===== src/logic/flash_defs.svh =====
// Shared constants for the partition read-mode link and its host.
// Assumes inclusion by bare name from the package and both ends.
`ifndef FLASH_DEFS_SVH
`define FLASH_DEFS_SVH

`define FL_AW          22
`define FL_DW          16
`define FL_PBITS       2
`define FL_NPART       4

`define CMD_READ_ARRAY 8'hff
`define CMD_READ_ID    8'h90
`define CMD_READ_QUERY 8'h98
`define CMD_READ_SR    8'h70
`define CMD_CLEAR_SR   8'h50
`define CMD_ERASE      8'h20
`define CMD_PROG_A     8'h40
`define CMD_PROG_B     8'h10
`define CMD_EFP        8'h30
`define CMD_LOCK_SETUP 8'h60
`define CMD_PROT_PROG  8'hc0
`define CMD_SUSPEND    8'hb0
`define CMD_CONFIRM    8'hd0
`define CMD_LOCK       8'h01
`define CMD_LOCKDOWN   8'h2f
`define CMD_SET_CFG    8'h03

`define ID_MFR         8'h00
`define ID_DEV         8'h01
`define ID_LOCK        8'h02
`define ID_CFG         8'h05
`define ID_PLOCK       8'h80
`define ID_PREG_LO     8'h81
`define ID_PREG_HI     8'h88

`define INVALID_DATA   16'hffff

`define HOST_CTRL      8'h00
`define HOST_ADDR      8'h04
`define HOST_WDATA     8'h08
`define HOST_RDATA     8'h0c
`define HOST_STATUS    8'h10
`define CTRL_WR_BIT    0
`define CTRL_RD_BIT    1

`endif


===== src/logic/flash_pkg.sv =====
// Types shared by both ends of the partition read-mode link.
// Assumes flash_defs.svh is on the include path.
`include "flash_defs.svh"

package flash_pkg;
	typedef logic [`FL_AW-1:0] addr_t;
	typedef logic [`FL_DW-1:0] data_t;
	typedef logic [`FL_PBITS-1:0] part_t;

	// Gray order: array, status, identifier, query
	typedef enum logic [1:0] {
		MODE_ARRAY  = 2'h0,
		MODE_STATUS = 2'h1,
		MODE_IDENT  = 2'h3,
		MODE_QUERY  = 2'h2
	} mode_t;
endpackage


===== src/logic/flash_link_if.sv =====
// Bus between the command host and the partitioned flash command decoder.
// Assumes a single clock shared by both ends.
`timescale 1ns/1ps

interface flash_link_if (
	input wire logic clock
);
	import flash_pkg::*;
	addr_t addr;
	data_t wdata;
	logic  wr;
	logic  rd;
	data_t rdata;
	logic  rvalid;

	modport device_end (input addr, input wdata, input wr, input rd, output rdata, output rvalid);
	modport host_end (output addr, output wdata, output wr, output rd, input rdata, input rvalid);
endinterface // flash_link_if


===== src/logic/flash_cmd_dev.sv =====
// Command decoder with per-partition read modes for a multi-partition flash.
// Assumes array, lock, query and id data are valid in the same cycle as look_addr,
// and a write state machine outside runs the program, erase and lock work.
//
// Summary of operation
// Reads between setup and confirm keep sequence.
// Setup write puts partition in status mode.
// Other array-mode partitions return array data.
// Host inserts no other write mid-sequence; host here only reports seq_open in HOST_STATUS, blocks a write only while a read is busy.
// Interrupting write aborts sequence, flags error.
// FFh selects array-read mode for partition.
// Reset leaves every partition in array mode.
// Array mode persists without reissuing command.
// Array read of busy partition gives invalid.
// Array command works while machine is suspended.
// Array command ignores programming supply level.
// 90h selects identifier mode for partition.
// Identifier command works during background operation.
// Offsets 00h, 01h, 05h: maker, device, config.
// Block base plus 02h gives lock bits.
// 80h protection lock; 81h-88h protection words.
// Query mode returns database field at offset.
// Query command works during background operation.
// Status byte low, upper byte zeros.
// Sequence error sets ready, erase, program bits.
// Program, erase, lock leave partition in status.
// Each partition holds its own read mode.
//
// Our own choices: the APB slave port and the address map.
`timescale 1ns/1ps
`include "flash_defs.svh"

module flash_cmd_dev
	import flash_pkg::*;
#(
	// Arbitrary identity values
	parameter logic [15:0] MFR_CODE = 16'h00a5,
	parameter logic [15:0] DEV_CODE = 16'h5a01
) (
	input  wire logic                    clock,
	input  wire logic                    rstn,
	flash_link_if.device_end             link,
	output flash_pkg::addr_t             look_addr,
	input  wire flash_pkg::data_t        array_data,
	input  wire logic [1:0]              lock_state,
	input  wire logic [7:0]              query_data,
	input  wire flash_pkg::data_t        config_data,
	input  wire flash_pkg::data_t        prot_lock,
	input  wire logic [127:0]            prot_reg,
	input  wire logic [`FL_NPART-1:0]    part_busy,
	input  wire logic                    erase_susp,
	input  wire logic                    prog_susp,
	input  wire logic                    vpp_low,
	output logic                         op_start,
	output logic [7:0]                   op_code,
	output logic [7:0]                   op_confirm,
	output flash_pkg::addr_t             op_addr,
	output flash_pkg::data_t             op_data
);
	import flash_pkg::*;

	typedef struct packed {
		mode_t [`FL_NPART-1:0] mode;
		logic [`FL_NPART-1:0]  err_e;
		logic [`FL_NPART-1:0]  err_p;
		logic                  pend;
		logic [7:0]            pend_code;
		addr_t                 pend_addr;
		logic                  rstage;
		addr_t                 look_addr;
		data_t                 rdata;
		logic                  rvalid;
		logic                  op_start;
		logic [7:0]            op_code;
		logic [7:0]            op_confirm;
		addr_t                 op_addr;
		data_t                 op_data;
	} dev_state_t;

	dev_state_t state_reg;
	dev_state_t state_next;

	function automatic part_t part_of(input addr_t a);
		part_of = a[`FL_AW-1 -: `FL_PBITS];
	endfunction

	function automatic logic confirm_ok(input logic [7:0] setup, input logic [7:0] c);
		case (setup)
			`CMD_ERASE, `CMD_EFP: confirm_ok = (c == `CMD_CONFIRM);
			`CMD_LOCK_SETUP: confirm_ok = (c == `CMD_LOCK) || (c == `CMD_CONFIRM) ||
				(c == `CMD_LOCKDOWN) || (c == `CMD_SET_CFG);
			default: confirm_ok = 1'b1;
		endcase
	endfunction

	part_t      wpart;
	part_t      rpart;
	logic [7:0] wcode;
	logic [7:0] offs;
	logic [7:0] sr_byte;
	logic       busy_eff;
	logic [2:0] pidx;

	always_comb begin
		state_next          = state_reg;
		state_next.op_start = 1'b0;
		state_next.rvalid   = 1'b0;
		wpart               = part_of(link.addr);
		wcode               = link.wdata[7:0];
		rpart               = part_of(state_reg.look_addr);
		offs                = state_reg.look_addr[7:0];
		pidx                = 3'(offs - `ID_PREG_LO);
		// Suspended machine counts as idle for array reads
		busy_eff            = part_busy[rpart] & ~(erase_susp | prog_susp);
		// error shows ready bit
		sr_byte = {~(|part_busy) | (state_reg.err_e[rpart] & state_reg.err_p[rpart]),
			erase_susp, state_reg.err_e[rpart], state_reg.err_p[rpart],
			vpp_low, prog_susp, 1'b0, ~part_busy[rpart]};

		// reads never touch pending
		if (link.rd) begin
			state_next.look_addr = link.addr;
			state_next.rstage    = 1'b1;
		end
		if (state_reg.rstage) begin
			state_next.rstage = 1'b0;
			state_next.rvalid = 1'b1;
			// mode of read partition
			case (state_reg.mode[rpart])
				MODE_STATUS: begin
					// upper byte zero
					state_next.rdata = {8'h00, sr_byte};
				end
				MODE_IDENT: begin
					// identifier offsets
					if (offs == `ID_MFR)
						state_next.rdata = MFR_CODE;
					else if (offs == `ID_DEV)
						state_next.rdata = DEV_CODE;
					// block lock bits
					else if (offs == `ID_LOCK)
						state_next.rdata = {14'h0000, lock_state};
					else if (offs == `ID_CFG)
						state_next.rdata = config_data;
					// protection lock and words
					else if (offs == `ID_PLOCK)
						state_next.rdata = prot_lock;
					else if (offs >= `ID_PREG_LO && offs <= `ID_PREG_HI)
						state_next.rdata = prot_reg[pidx*16 +: 16];
					else
						state_next.rdata = 16'h0000;
				end
				MODE_QUERY: begin
					// database field
					state_next.rdata = {8'h00, query_data};
				end
				default: begin
					// busy partition invalid
					if (busy_eff)
						state_next.rdata = `INVALID_DATA;
					// plain array data
					else
						state_next.rdata = array_data;
				end
			endcase
		end

		if (link.wr) begin
			if (state_reg.pend) begin
				state_next.pend = 1'b0;
				if (part_of(state_reg.pend_addr) == wpart &&
					confirm_ok(state_reg.pend_code, wcode)) begin
					state_next.op_start   = 1'b1;
					state_next.op_code    = state_reg.pend_code;
					state_next.op_confirm = wcode;
					state_next.op_addr    = link.addr;
					state_next.op_data    = link.wdata;
					// status after sequence
					state_next.mode[wpart] = MODE_STATUS;
				end else begin
					// abandon and flag
					state_next.err_e[part_of(state_reg.pend_addr)] = 1'b1;
					state_next.err_p[part_of(state_reg.pend_addr)] = 1'b1;
					state_next.mode[part_of(state_reg.pend_addr)]  = MODE_STATUS;
				end
			end else begin
				case (wcode)
					// array mode
					`CMD_READ_ARRAY: state_next.mode[wpart] = MODE_ARRAY;
					// identifier mode
					`CMD_READ_ID: state_next.mode[wpart] = MODE_IDENT;
					// query mode
					`CMD_READ_QUERY: state_next.mode[wpart] = MODE_QUERY;
					`CMD_READ_SR: state_next.mode[wpart] = MODE_STATUS;
					`CMD_CLEAR_SR: begin
						state_next.err_e = '0;
						state_next.err_p = '0;
					end
					`CMD_SUSPEND, `CMD_CONFIRM: begin
						state_next.op_start   = 1'b1;
						state_next.op_code    = wcode;
						state_next.op_confirm = 8'h00;
						state_next.op_addr    = link.addr;
						state_next.op_data    = link.wdata;
						state_next.mode[wpart] = MODE_STATUS;
					end
					`CMD_ERASE, `CMD_PROG_A, `CMD_PROG_B, `CMD_EFP,
					`CMD_LOCK_SETUP, `CMD_PROT_PROG: begin
						state_next.pend      = 1'b1;
						state_next.pend_code = wcode;
						state_next.pend_addr = link.addr;
						// setup selects status
						state_next.mode[wpart] = MODE_STATUS;
					end
					default: begin
						state_next.pend = 1'b0;
					end
				endcase
			end
		end
	end

	always_ff @(posedge clock) begin
		if (!rstn) begin
			state_reg <= '0;
			// all partitions array mode
			for (int i = 0; i < `FL_NPART; i++) begin
				state_reg.mode[i] <= MODE_ARRAY;
			end
		end else begin
			state_reg <= state_next;
		end
	end

	assign link.rdata  = state_reg.rdata;
	assign link.rvalid = state_reg.rvalid;
	assign look_addr   = state_reg.look_addr;
	assign op_start    = state_reg.op_start;
	assign op_code     = state_reg.op_code;
	assign op_confirm  = state_reg.op_confirm;
	assign op_addr     = state_reg.op_addr;
	assign op_data     = state_reg.op_data;
endmodule // flash_cmd_dev


===== src/flat_wrapper.sv =====
// flat-port wrapper written by rule: the top's interface ports become plain ports
module flash_cmd_dev_flat import flash_pkg::*;
#(
	                            
	parameter logic [15:0] MFR_CODE = 16'h00a5,
	parameter logic [15:0] DEV_CODE = 16'h5a01
)
  (clock, rstn, look_addr, array_data, lock_state, query_data, config_data, prot_lock, prot_reg, part_busy, erase_susp, prog_susp, vpp_low, op_start, op_code, op_confirm, op_addr, op_data, link_addr, link_wdata, link_wr, link_rd, link_rdata, link_rvalid);
  flash_link_if link_i (.clock(clock));
  input  wire logic clock;
  input  wire logic rstn;
  output flash_pkg::addr_t look_addr;
  input  wire flash_pkg::data_t array_data;
  input  wire logic [1:0] lock_state;
  input  wire logic [7:0] query_data;
  input  wire flash_pkg::data_t config_data;
  input  wire flash_pkg::data_t prot_lock;
  input  wire logic [127:0] prot_reg;
  input  wire logic [`FL_NPART-1:0] part_busy;
  input  wire logic erase_susp;
  input  wire logic prog_susp;
  input  wire logic vpp_low;
  output logic op_start;
  output logic [7:0] op_code;
  output logic [7:0] op_confirm;
  output flash_pkg::addr_t op_addr;
  output flash_pkg::data_t op_data;
  input wire logic [$bits(link_i.addr)-1:0] link_addr;
  input wire logic [$bits(link_i.wdata)-1:0] link_wdata;
  input wire logic [$bits(link_i.wr)-1:0] link_wr;
  input wire logic [$bits(link_i.rd)-1:0] link_rd;
  output wire logic [$bits(link_i.rdata)-1:0] link_rdata;
  output wire logic [$bits(link_i.rvalid)-1:0] link_rvalid;
  assign link_i.addr = link_addr;
  assign link_i.wdata = link_wdata;
  assign link_i.wr = link_wr;
  assign link_i.rd = link_rd;
  assign link_rdata = link_i.rdata;
  assign link_rvalid = link_i.rvalid;
  flash_cmd_dev #(.MFR_CODE(MFR_CODE), .DEV_CODE(DEV_CODE)) u_core (.clock(clock), .rstn(rstn), .link(link_i), .look_addr(look_addr), .array_data(array_data), .lock_state(lock_state), .query_data(query_data), .config_data(config_data), .prot_lock(prot_lock), .prot_reg(prot_reg), .part_busy(part_busy), .erase_susp(erase_susp), .prog_susp(prog_susp), .vpp_low(vpp_low), .op_start(op_start), .op_code(op_code), .op_confirm(op_confirm), .op_addr(op_addr), .op_data(op_data));
endmodule

===== config.mk =====
export PLATFORM = sky130hd
export DESIGN_NAME = flash_cmd_dev_flat
export DESIGN_NICKNAME = d
export VERILOG_FILES = /design/src/logic/flash_pkg.sv /design/src/logic/flash_link_if.sv /design/src/logic/flash_cmd_dev.sv /design/src/flat_wrapper.sv
export VERILOG_INCLUDE_DIRS = /design/src /design/src/logic
export SDC_FILE = /design/constraint.sdc
export NUM_CORES = 1
export LEC_CHECK = 0
export BUFFER_PORTS_ARGS = -buffer_cell sky130_fd_sc_hd__buf_2
export CAP_MARGIN = 5
export CORE_MARGIN = 8
export CORE_UTILIZATION = 50
export DETAILED_ROUTE_END_ITERATION = 7
export PLACE_DENSITY = 0.9
export SLEW_MARGIN = 25
export SYNTH_ARGS = -nofsm -noshare
export SYNTH_HDL_FRONTEND = slang
export SYNTH_SLANG_ARGS = --single-unit

===== constraint.sdc =====
create_clock -name clock -period 5.2 [get_ports clock]
set_input_delay 0.26 -clock clock [delete_from_list [all_inputs] [get_ports clock]]
set_output_delay 0.26 -clock clock [all_outputs]
set_load 0.05 [all_outputs]

* Word-level counts from Yosys, hierarchy flattened
Cells that the tools add are included.
Word-level totals: flip-flop bits (word level) 142, latch bits 0, RAM bits 0, ROM bits 0, input port bits 235, memories kept 0
Cells by class: $add $sub $neg 1, multipliers 0, div/mod/pow operators 0, $lt $le $gt $ge 7, eq/ne operators 29, shift-type cells 1, mux-type cells 35, bitwise logic cells 23, reductions and logical operators 22
Operators by type and width (number):
- 55-bit two-way mux | 3
- 128-bit by 8-bit indexed part select with 16-bit output | 1
- 16-bit two-way mux | 7
- 8-bit equality test, second input constant | 7
- 16-bit case mux with 3 select lines | 1
- 8-bit by 6-bit equality test with 1-bit output, second input constant | 5
- 8-bit by 7-bit equality test with 1-bit output, second input constant | 5
- 8-bit case mux with 4 select lines | 1
- 8-bit two-way mux | 3
- 4-bit OR | 5
- 17-bit two-way mux | 1
- 8-bit by 1-bit equality test with 1-bit output, second input constant | 2
- 8-bit by 2-bit equality test with 1-bit output, second input constant | 2
- 4-bit AND | 3
- 4-bit NOT | 3
- 2-bit by 3-bit less-than comparator with 1-bit output, second input constant | 3
- 3-bit AND reduction | 3
- 9-bit OR reduction | 1
- 8-bit AND | 1
- 2-bit demux with 2-bit select | 2
- 8-bit by 3-bit equality test with 1-bit output, second input constant | 1
- 8-bit by 5-bit equality test with 1-bit output, second input constant | 1
- 8-bit greater-or-equal comparator, second input constant | 1
- 8-bit <= comparator, second input constant | 1
- 26 further kinds | 55

* Longest topological paths before layout
Gate-level depths: netlist (run 1).
depth in word-level cells 10, depth in mapped cells 11, depth with buffers taken out 7

* Worst setup path before layout (run 1)
Ideal clock, no wire load.
path type reg-to-reg, start register u_core.state_reg (netlist bit u_core.look_addr[0]), end register u_core.state_reg (netlist bit u_core.link.rdata[7]), library setup time 120 ps, arrival time 2736 ps, required time 5080 ps, slack 2344 ps, cell stages (with the launch flop) 10, cells stage by stage dfxtp_1 > buf_4 > buf_2 > inv_1 > ha_1 > xor2_2 > mux4_2 > a222oi_1 > o22ai_1 > a211o_1
Between the ends: cells in the longest elaborated chain, start to end 9
Ends and longest elaborated chain:
- from (decl) | line flash_cmd_dev.sv:80 | dev_state_t state_reg;
- from (signal assigned) | line flash_cmd_dev.sv:231 | state_reg <= state_next;
- 3-bit by 1-bit subtractor with 3-bit output (no line), or another cell as far along
- 128-bit by 8-bit indexed part select with 16-bit output or 1-bit logical AND (tied branches)
- 16-bit two-way mux | line flash_cmd_dev.sv:148 | else if (offs >= `ID_PREG_LO && offs <= `ID_PREG_HI)
- 16-bit two-way mux | line flash_cmd_dev.sv:146 | else if (offs == `ID_PLOCK)
- 16-bit two-way mux | line flash_cmd_dev.sv:143 | else if (offs == `ID_CFG)
- 16-bit two-way mux | line flash_cmd_dev.sv:141 | else if (offs == `ID_LOCK)
- 16-bit two-way mux | line flash_cmd_dev.sv:138 | else if (offs == `ID_DEV)
- 16-bit two-way mux * | line flash_cmd_dev.sv:136 | if (offs == `ID_MFR)
- 16-bit case mux with 3 select lines * | line flash_cmd_dev.sv:129 | case (state_reg.mode[rpart])
Mark *: on every way between the ends. The rest lies on a longest branch, timed or not. A chain may end at the register's enable or synchronous reset.

* Final worst setup path (run 1)
start register u_core.state_reg (netlist bit u_core.look_addr[2]), end register u_core.state_reg (netlist bit u_core.link.rdata[7])
The elaborated chain is that of the path after synthesis.

==> summary.txt, run 1 <==
Outcome -> complete, no violations
Internal reg-to-reg setup slack -> 2.33 ns
Wirelength per Cell -> 22.5 um
WL final -> 28600 um
Htree depth -> 4
WP data arrival -> 3.18 ns
Slew Viols, Final -> 0
Critical Path Max Stage Delay -> 0.78 ns
IO buf count -> 328
Async set-reset flop share out of synthesis -> 0
Clock sinks -> 122
Worst path cell trace -> xor2_4, buf_16, mux4_2, a222oi_1, o22ai_1, a211o_1
Via count -> 7442
Critical Path Fanout Max -> 19
Die Wd -> 140 um
CTS Hold Bufs -> 0
PwrDens -> 281 nW/um^2
Post-synth design cell area -> 7680 um^2
Post-route core utilization -> 0.613
Die Footprint -> 19600 um^2
Rel. slew slack -> 0.434
Number of DRC markers in iteration 0 -> 683
Setup slack after layout -> 2.33 ns
Flops & latches, synth -> 122
Remaining DRCs -> 0
Min Tclk post-route -> 2.87 ns
Core box area -> 15100 um^2
Setup TNS -> 0 ns
Sequential share of the synthesized area -> 0.318
Slew @ Worst Pin -> 0.849 ns
Final count of negative-setup-slack endpoints -> 0
Ys flop type -> dfxtp_1
Pin count of the biggest net entering global routing -> 97
Antenna-violating nets left -> 0
Clock Latency Late Sink -> 0.42 ns
Setup crit start kind -> register
GRT overflow -> 0
Die Y -> 140 um
CTS Buf Count -> 17
Number of synthesized flops with an enable pin -> 0
Cells after DPL -> 1229
Total Routing Usage GR -> 0.285
Final worst-path cycle share -> 0.553
Vias per inst -> 5.85
Number of global-route vias before repair -> 7306
Hold Crit Class -> input pin to register
Crit path capture type -> register
Synth unique cells -> 66
Setup Crit Path Kind -> register to register
Starting density of the core -> 0.509
LEAKAGE -> 4.40 nW
Ys Warns -> 0
First-pass GRT wire length -> 43100 um
Drt first pass iters -> 5
Hold Vio Cnt, Final -> 0
RSZ-0062 raised after global routing -> false
Final Power -> 2.60 mW
Post-DP HPWL -> 22600 um
Nets -> 1300
Worst IR Drop VDD -> 229 uV
Site Rows -> 45
CTS tree -> built
Layout cells sized above 1 -> 0.387
Clock Tree Root -> clkbuf_16
Data required time at the worst endpoint -> 5.50 ns
I/O pins -> 329
Max reg flops -> 28
Post-Synthesis Net Count -> 1099
Finished Layout Cells -> 1272
Post-CTS Setup Repair Bufs -> 0
Avg Cell Area, Syn -> 8.93 um^2
Max Clock Skew -> 0.0161 ns
Clk slew on worst S/H paths -> 0.06 ns
Clk buf depth -> 2
Max Clock Freq -> 348 MHz
Routability congestion estimate -> 1.09
Syn Inst Count -> 860
Worst path slowest cell -> dfxtp_1
Initial antenna violation count -> 11
Max-cap violations -> 0
Post-CTS Resized -> 0
Layout overhead on the synthesized area -> 20.4%
DP Worst Slack -> 2.13 ns
through the flow:
stage	hold slack (ns)	cell area, um^2
finish	0.0765	9250
detailed placement	0.439	8630
global route	0.0715	9250
floorplan	0.399	7680
CTS	0.0593	9200
global placement	0.430	8630
worst paths after layout:
| check | from | cells after the start | end |
|---|---|---|---|
| setup / recovery | u_core.look_addr[2] | 6 | u_core.link.rdata[7] |
| hold / removal | link_wdata[14] | 3 | u_core.op_data[14] |
| setup reg to reg | u_core.look_addr[2] | 6 | u_core.link.rdata[7] |
| hold reg to reg | u_core.state_reg[136] | 2 | u_core.state_reg[136] |
kinds of logic (layout without fill, tap and decap cells):
logic type               count (synthesis)  count (layout)  synth area share
AO/OA/AOI/OAI                          174             174             0.160
XOR/XNOR                                 4               4           0.00554
adder cells (fa/ha/maj)                  4               4           0.00651
buffers and inverters                  178             391             0.141
flip-flops                             122             122             0.318
multiplexers                           118             118             0.207
other                                    0              11                 0
AND/OR/NAND/NOR                        260             260             0.163
cells in the final DEF (no fill, tap or decap), types with 5 or more instances in the layout:
cell type | netlist | routed
o211ai_1 | 18 | 18
diode_2 | 0 | 11
buf_4 | 97 | 6
nor3_1 | 11 | 11
nor2_1 | 34 | 33
o221ai_1 | 8 | 8
o22a_1 | 6 | 6
inv_1 | 25 | 25
nand3_1 | 10 | 10
mux2i_1 | 81 | 81
nand2b_1 | 15 | 15
mux2_2 | 5 | 5
a21oi_1 | 30 | 30
clkbuf_16 | 0 | 17
o21ai_0 | 35 | 35
a211o_1 | 5 | 5
o22ai_1 | 8 | 8
and3_1 | 6 | 6
o31ai_1 | 7 | 7
nand2_1 | 123 | 123
buf_2 | 14 | 327
dfxtp_1 | 122 | 121
a221o_1 | 6 | 6
clkinvlp_4 | 0 | 5
nor2b_1 | 36 | 36
and2_1 | 5 | 5
a22oi_1 | 11 | 11
mux4_2 | 32 | 32
power by group:
part	internal [mW]	total (mW)	leakage [nW]	switching, mW
registers	0.955	0.975	0.990	0.0195
clock network	0.691	1.13	0.263	0.438
logic	0.211	0.494	3.15	0.283
worst max-delay path, delay by kind of cell, from the launching register on:
| kind | cells | cell delay (ns) |
|---|---|---|
| XOR/XNOR | 1 | 0.53 |
| AO/OA/AOI/OAI | 3 | 0.70 |
| buffers and inverters | 1 | 0.23 |
| flip-flops | 1 | 0.78 |
| multiplexers | 1 | 0.50 |
cells in the mapped netlist, types with 7 or more instances:
library cell | number | area share
a21oi_1 | 30 | 0.020
o221ai_1 | 8 | 0.0091
o22ai_1 | 8 | 0.0065
inv_1 | 25 | 0.012
o21ai_0 | 35 | 0.023
o211ai_1 | 18 | 0.018
nor2b_1 | 36 | 0.029
buf_2 | 14 | 0.0091
o31ai_1 | 7 | 0.0068
mux2i_1 | 81 | 0.11
mux4_2 | 32 | 0.094
nand2_1 | 123 | 0.060
a22oi_1 | 11 | 0.011
dfxtp_1 | 122 | 0.32
nor3_1 | 11 | 0.0072
buf_4 | 97 | 0.095
nand3_1 | 10 | 0.0065
clkbuf_1 | 35 | 0.017
nor2_1 | 34 | 0.017
nand2b_1 | 15 | 0.012
cell type report:
| type | instances | area, um^2 |
|---|---|---|
| clock inverters | 10 | 95.1 |
| flip-flops and latches | 122 | 2440 |
| multi-input cells | 560 | 4180 |
| well taps | 188 | 235 |
| inverters | 26 | 97.6 |
| repair buffers | 334 | 1710 |
| fillers | 1330 | 5840 |
| diodes | 11 | 27.5 |
| clock buffers | 21 | 470 |
metal layers:
layer  GRT usage  routed length [um]  up-vias
met5           0                   0        -
met2       0.464               13700      448
met1       0.322               10800     3525
met4       0.138                 985        0
met3       0.113                3110       74
li1            -                   -     3395
Power figures use the tool's default switching activity.
==> inputs of run 2 (changes only) <==
--- a/config.mk
+++ b/config.mk
@@ -9,9 +9,9 @@
 export BUFFER_PORTS_ARGS = -buffer_cell sky130_fd_sc_hd__buf_2
 export CAP_MARGIN = 5
 export CORE_MARGIN = 8
-export CORE_UTILIZATION = 50
+export CORE_UTILIZATION = 44
 export DETAILED_ROUTE_END_ITERATION = 7
-export PLACE_DENSITY = 0.9
+export PLACE_DENSITY = 0.85
 export SLEW_MARGIN = 25
 export SYNTH_ARGS = -nofsm -noshare
 export SYNTH_HDL_FRONTEND = slang
==> constraint.sdc (replaced) <==
create_clock -name clock -period 2.5 [get_ports clock]
set_input_delay 0.125 -clock clock [delete_from_list [all_inputs] [get_ports clock]]
set_output_delay 0.125 -clock clock [all_outputs]
set_load 0.05 [all_outputs]
==> run 2 against run 1 <==
Against the previous run:
- register-to-register slack got worse by 2.2 ns
- first-iteration DRC count increased by 4.1%
- clock skew decreased by 0.0094 ns
- critical path depth increased by 2
- combinational power increased by 130%
- cell count increased by 6.9%
- sequential cell count unchanged
- global-route usage decreased by 1.7 points
- non-clock buffer count increased by 54
- clock-buffer cell count unchanged
- fmax increased by 19%
- total power increased by 130%
- largest cell class unchanged
- highest routed layer unchanged
==> summary.txt, run 2 (same netlist as run 1, synthesis figures left out) <==
Outcome -> complete, no violations (unchanged)
Finished Layout Cells -> 1360 (was 1272)
Placed Area -> 8880 um^2 (was 8630 um^2)
Layout cells sized above 1 -> 0.388 (was 0.387)
Pint -> 4.30 mW (was 1.86 mW)
Starting density of the core -> 0.447 (was 0.509)
LEAKAGE -> 4.69 nW (was 4.40 nW)
Min Tclk post-route -> 2.42 ns (was 2.87 ns)
Worst path slowest cell -> ha_1 (was dfxtp_1)
Data required time at the worst endpoint -> 2.80 ns (was 5.50 ns)
Routability congestion estimate -> 1.06 (was 1.09)
Rel. slew slack -> 0.460 (was 0.434)
RSZ-0062 raised after global routing -> false (unchanged)
End of the critical path -> u_core.link.rdata[7] (unchanged)
Site Rows -> 48 (was 45)
Cells after DPL -> 1289 (was 1229)
Setup Crit Path Kind -> register to register (unchanged)
Post-DP HPWL -> 24700 um (was 22600 um)
Clk slew on worst S/H paths -> 0.06 ns (about the same)
Most common cell after layout, fill and taps aside -> buf_2 (unchanged)
Combinational power share -> 0.190 (about the same)
Max Clock Skew -> 0.00671 ns (was 0.0161 ns)
PwrDens -> 594 nW/um^2 (was 281 nW/um^2)
Critical R2R Launch -> u_core.look_addr[0] (was u_core.look_addr[2])
Worst path cell trace -> clkinvlp_4, buf_4, ha_1, buf_8, mux4_2, a222oi_1, o22ai_1, a211o_1 (was xor2_4, buf_16, mux4_2, a222oi_1, o22ai_1, a211o_1)
Setup TNS -> 0 ns (unchanged)
Htree depth -> 4 (unchanged)
Most frequent cells in the layout -> 327 x buf_2, 123 x nand2_1, 121 x dfxtp_1 (unchanged)
FF-to-FF path depth -> 8 (was 6)
Setup crit start kind -> register (unchanged)
Die Y -> 148 um (was 140 um)
IO buf count -> 328 (unchanged)
Clock sinks -> 122 (unchanged)
Crit path capture type -> register (unchanged)
Cell count along the critical path -> 8 (was 6)
Clock Tree Root -> clkbuf_16 (unchanged)
Critical Path Max Stage Delay -> 0.39 ns (was 0.78 ns)
Remaining DRCs -> 0 (unchanged)
Internal reg-to-reg setup slack -> 0.08 ns (was 2.33 ns)
Total Routing Usage GR -> 0.268 (was 0.285)
Drt first pass iters -> 7 (was 5)
Hold Vio Cnt, Final -> 0 (unchanged)
CP delay by family, top -> compound AO/OA/AOI/OAI gates (was flip-flops)
Worst IR Drop VDD -> 441 uV (was 229 uV)
Clock Latency Late Sink -> 0.41 ns (was 0.42 ns)
Critical Path Fanout Max -> 23 (was 19)
Antenna-violating nets left -> 0 (unchanged)
Final count of negative-setup-slack endpoints -> 0 (unchanged)
Initial antenna violation count -> 6 (was 11)
WP buf/inv -> 3 (was 1)
Slew Viols, Final -> 0 (unchanged)
Slew @ Worst Pin -> 0.810 ns (was 0.849 ns)
Hold Crit Class -> input pin to register (unchanged)
GRT overflow -> 0 (unchanged)
Via count -> 7628 (was 7442)
RR Endpoint -> u_core.link.rdata[7] (unchanged)
Core box area -> 17200 um^2 (was 15100 um^2)
Post-CTS Setup Repair Bufs -> 0 (unchanged)
Vias per inst -> 5.61 (was 5.85)
Number of global-route vias before repair -> 7686 (was 7306)
I/O pins -> 329 (unchanged)
Final worst-path cycle share -> 0.968 (was 0.553)
Start point of the critical path -> u_core.look_addr[0] (was u_core.look_addr[2])
Die Wd -> 148 um (was 140 um)
Fillcell total -> 1524 (was 1330)
CTS Buf Count -> 17 (unchanged)
FF/Latch Area -> 2450 um^2 (was 2440 um^2)
Max reg flops -> 28 (unchanged)
Final Instance Area -> 9880 um^2 (was 9250 um^2)
Clk buf depth -> 2 (unchanged)
CTS tree -> built (unchanged)
Area of the multi-input gates -> 4190 um^2 (was 4180 um^2)
Max-cap violations -> 0 (unchanged)
Max Clock Freq -> 413 MHz (was 348 MHz)
Layout overhead on the synthesized area -> 28.6% (was 20.4%)
WL final -> 30400 um (was 28600 um)
WP data arrival -> 2.72 ns (was 3.18 ns)
Part of the power in registers -> 0.344 (was 0.375)
NetSw -> 1.57 mW (was 0.740 mW)
Die Footprint -> 21900 um^2 (was 19600 um^2)
First-pass GRT wire length -> 45100 um (was 43100 um)
Number of DRC markers in iteration 0 -> 711 (was 683)
Clock power frac -> 0.466 (was 0.435)
Min Hold Slack -> 0.0384 ns (was 0.0765 ns)
Nets -> 1354 (was 1300)
Pin count of the biggest net entering global routing -> 72 (was 97)
Wirelength per Cell -> 22.4 um (was 22.5 um)
Switching share of power -> 0.267 (was 0.285)
Min-delay src -> array_data[10] (was link_wdata[14])
[run 2: cell types whose count changed in the layout (fill, tap and decap cells not counted), sizes merged]
cell and delta:
diode -4, buf +22, inv -1, clkinvlp -2, bufinv +4, dlygate4sd3 +32
[run 2: power by group through the flow]
| stage | Combinational [mW] | Clock (mW) | Sequential, mW |
|---|---|---|---|
| after detailed placement | 1.06 | 0 | 2.06 |
| after global placement | 1.05 | 0 | 2.06 |
| after floorplan | 0.708 | 0 | 2.05 |
| after CTS | 1.10 | 2.78 | 2.02 |
| final | 1.12 | 2.73 | 2.02 |
| after global routing | 1.18 | 2.87 | 2.02 |
[run 2: metrics by stage]
step            util  total power, mW  setup WS (ns)
2_1_floorplan      -             2.76        0.00495
3_3_place_gp   0.517             3.11          0.128
3_5_place_dp   0.517             3.12         0.0131
4_1_cts        0.574             5.90         0.0140
5_1_grt        0.575             6.07         0.0191
6_report       0.575             5.87         0.0805
[run 2: timing repair]
item,CTS,global route
hold buffers,32,0
resized for setup,0,2
endpoints found under the hold margin,46,0
endpoints found under the setup margin,0,2
[run 2: worst register-to-register path, cell delays in order, from the launching register on]
cell	delay, ns
dfxtp_4	0.35
clkinvlp_4	0.09
buf_4	0.16
ha_1	0.39
buf_8	0.24
mux4_2	0.35
a222oi_1	0.31
o22ai_1	0.14
a211o_1	0.28
[run 2: worst min path at each step]
stage	end	slack [ns]	cells past startpoint
4_1_cts	u_core.link.rdata[10]	0.01	3
3_5_place_dp	u_core.op_data[8]	0.38	3
2_1_floorplan	u_core.op_addr[0]	0.26	2
3_3_place_gp	u_core.op_data[11]	0.37	3
5_1_grt	u_core.op_data[0]	0.05	3
6_report	u_core.link.rdata[10]	0.04	3
[run 2: layout make-up]
type | count | share of cell area
Antenna cell | 7 | 0.00177
Clock buffer | 21 | 0.0466
Clock inverter | 11 | 0.0195
Inverter | 26 | 0.0103
Multi-Input combinational cell | 560 | 0.424
Sequential cell | 122 | 0.248
Tap cell | 225 | 0.0285
Timing Repair Buffer | 388 | 0.222
[run 2: metal layers]
layer | wire length, um | track usage | up-vias
met1 | 11400 | 0.305 | 3594
met4 | 975 | 0.117 | 0
met2 | 15000 | 0.456 | 446
li1 | - | - | 3523
met5 | 0 | 0 | -
met3 | 3050 | 0.0823 | 65
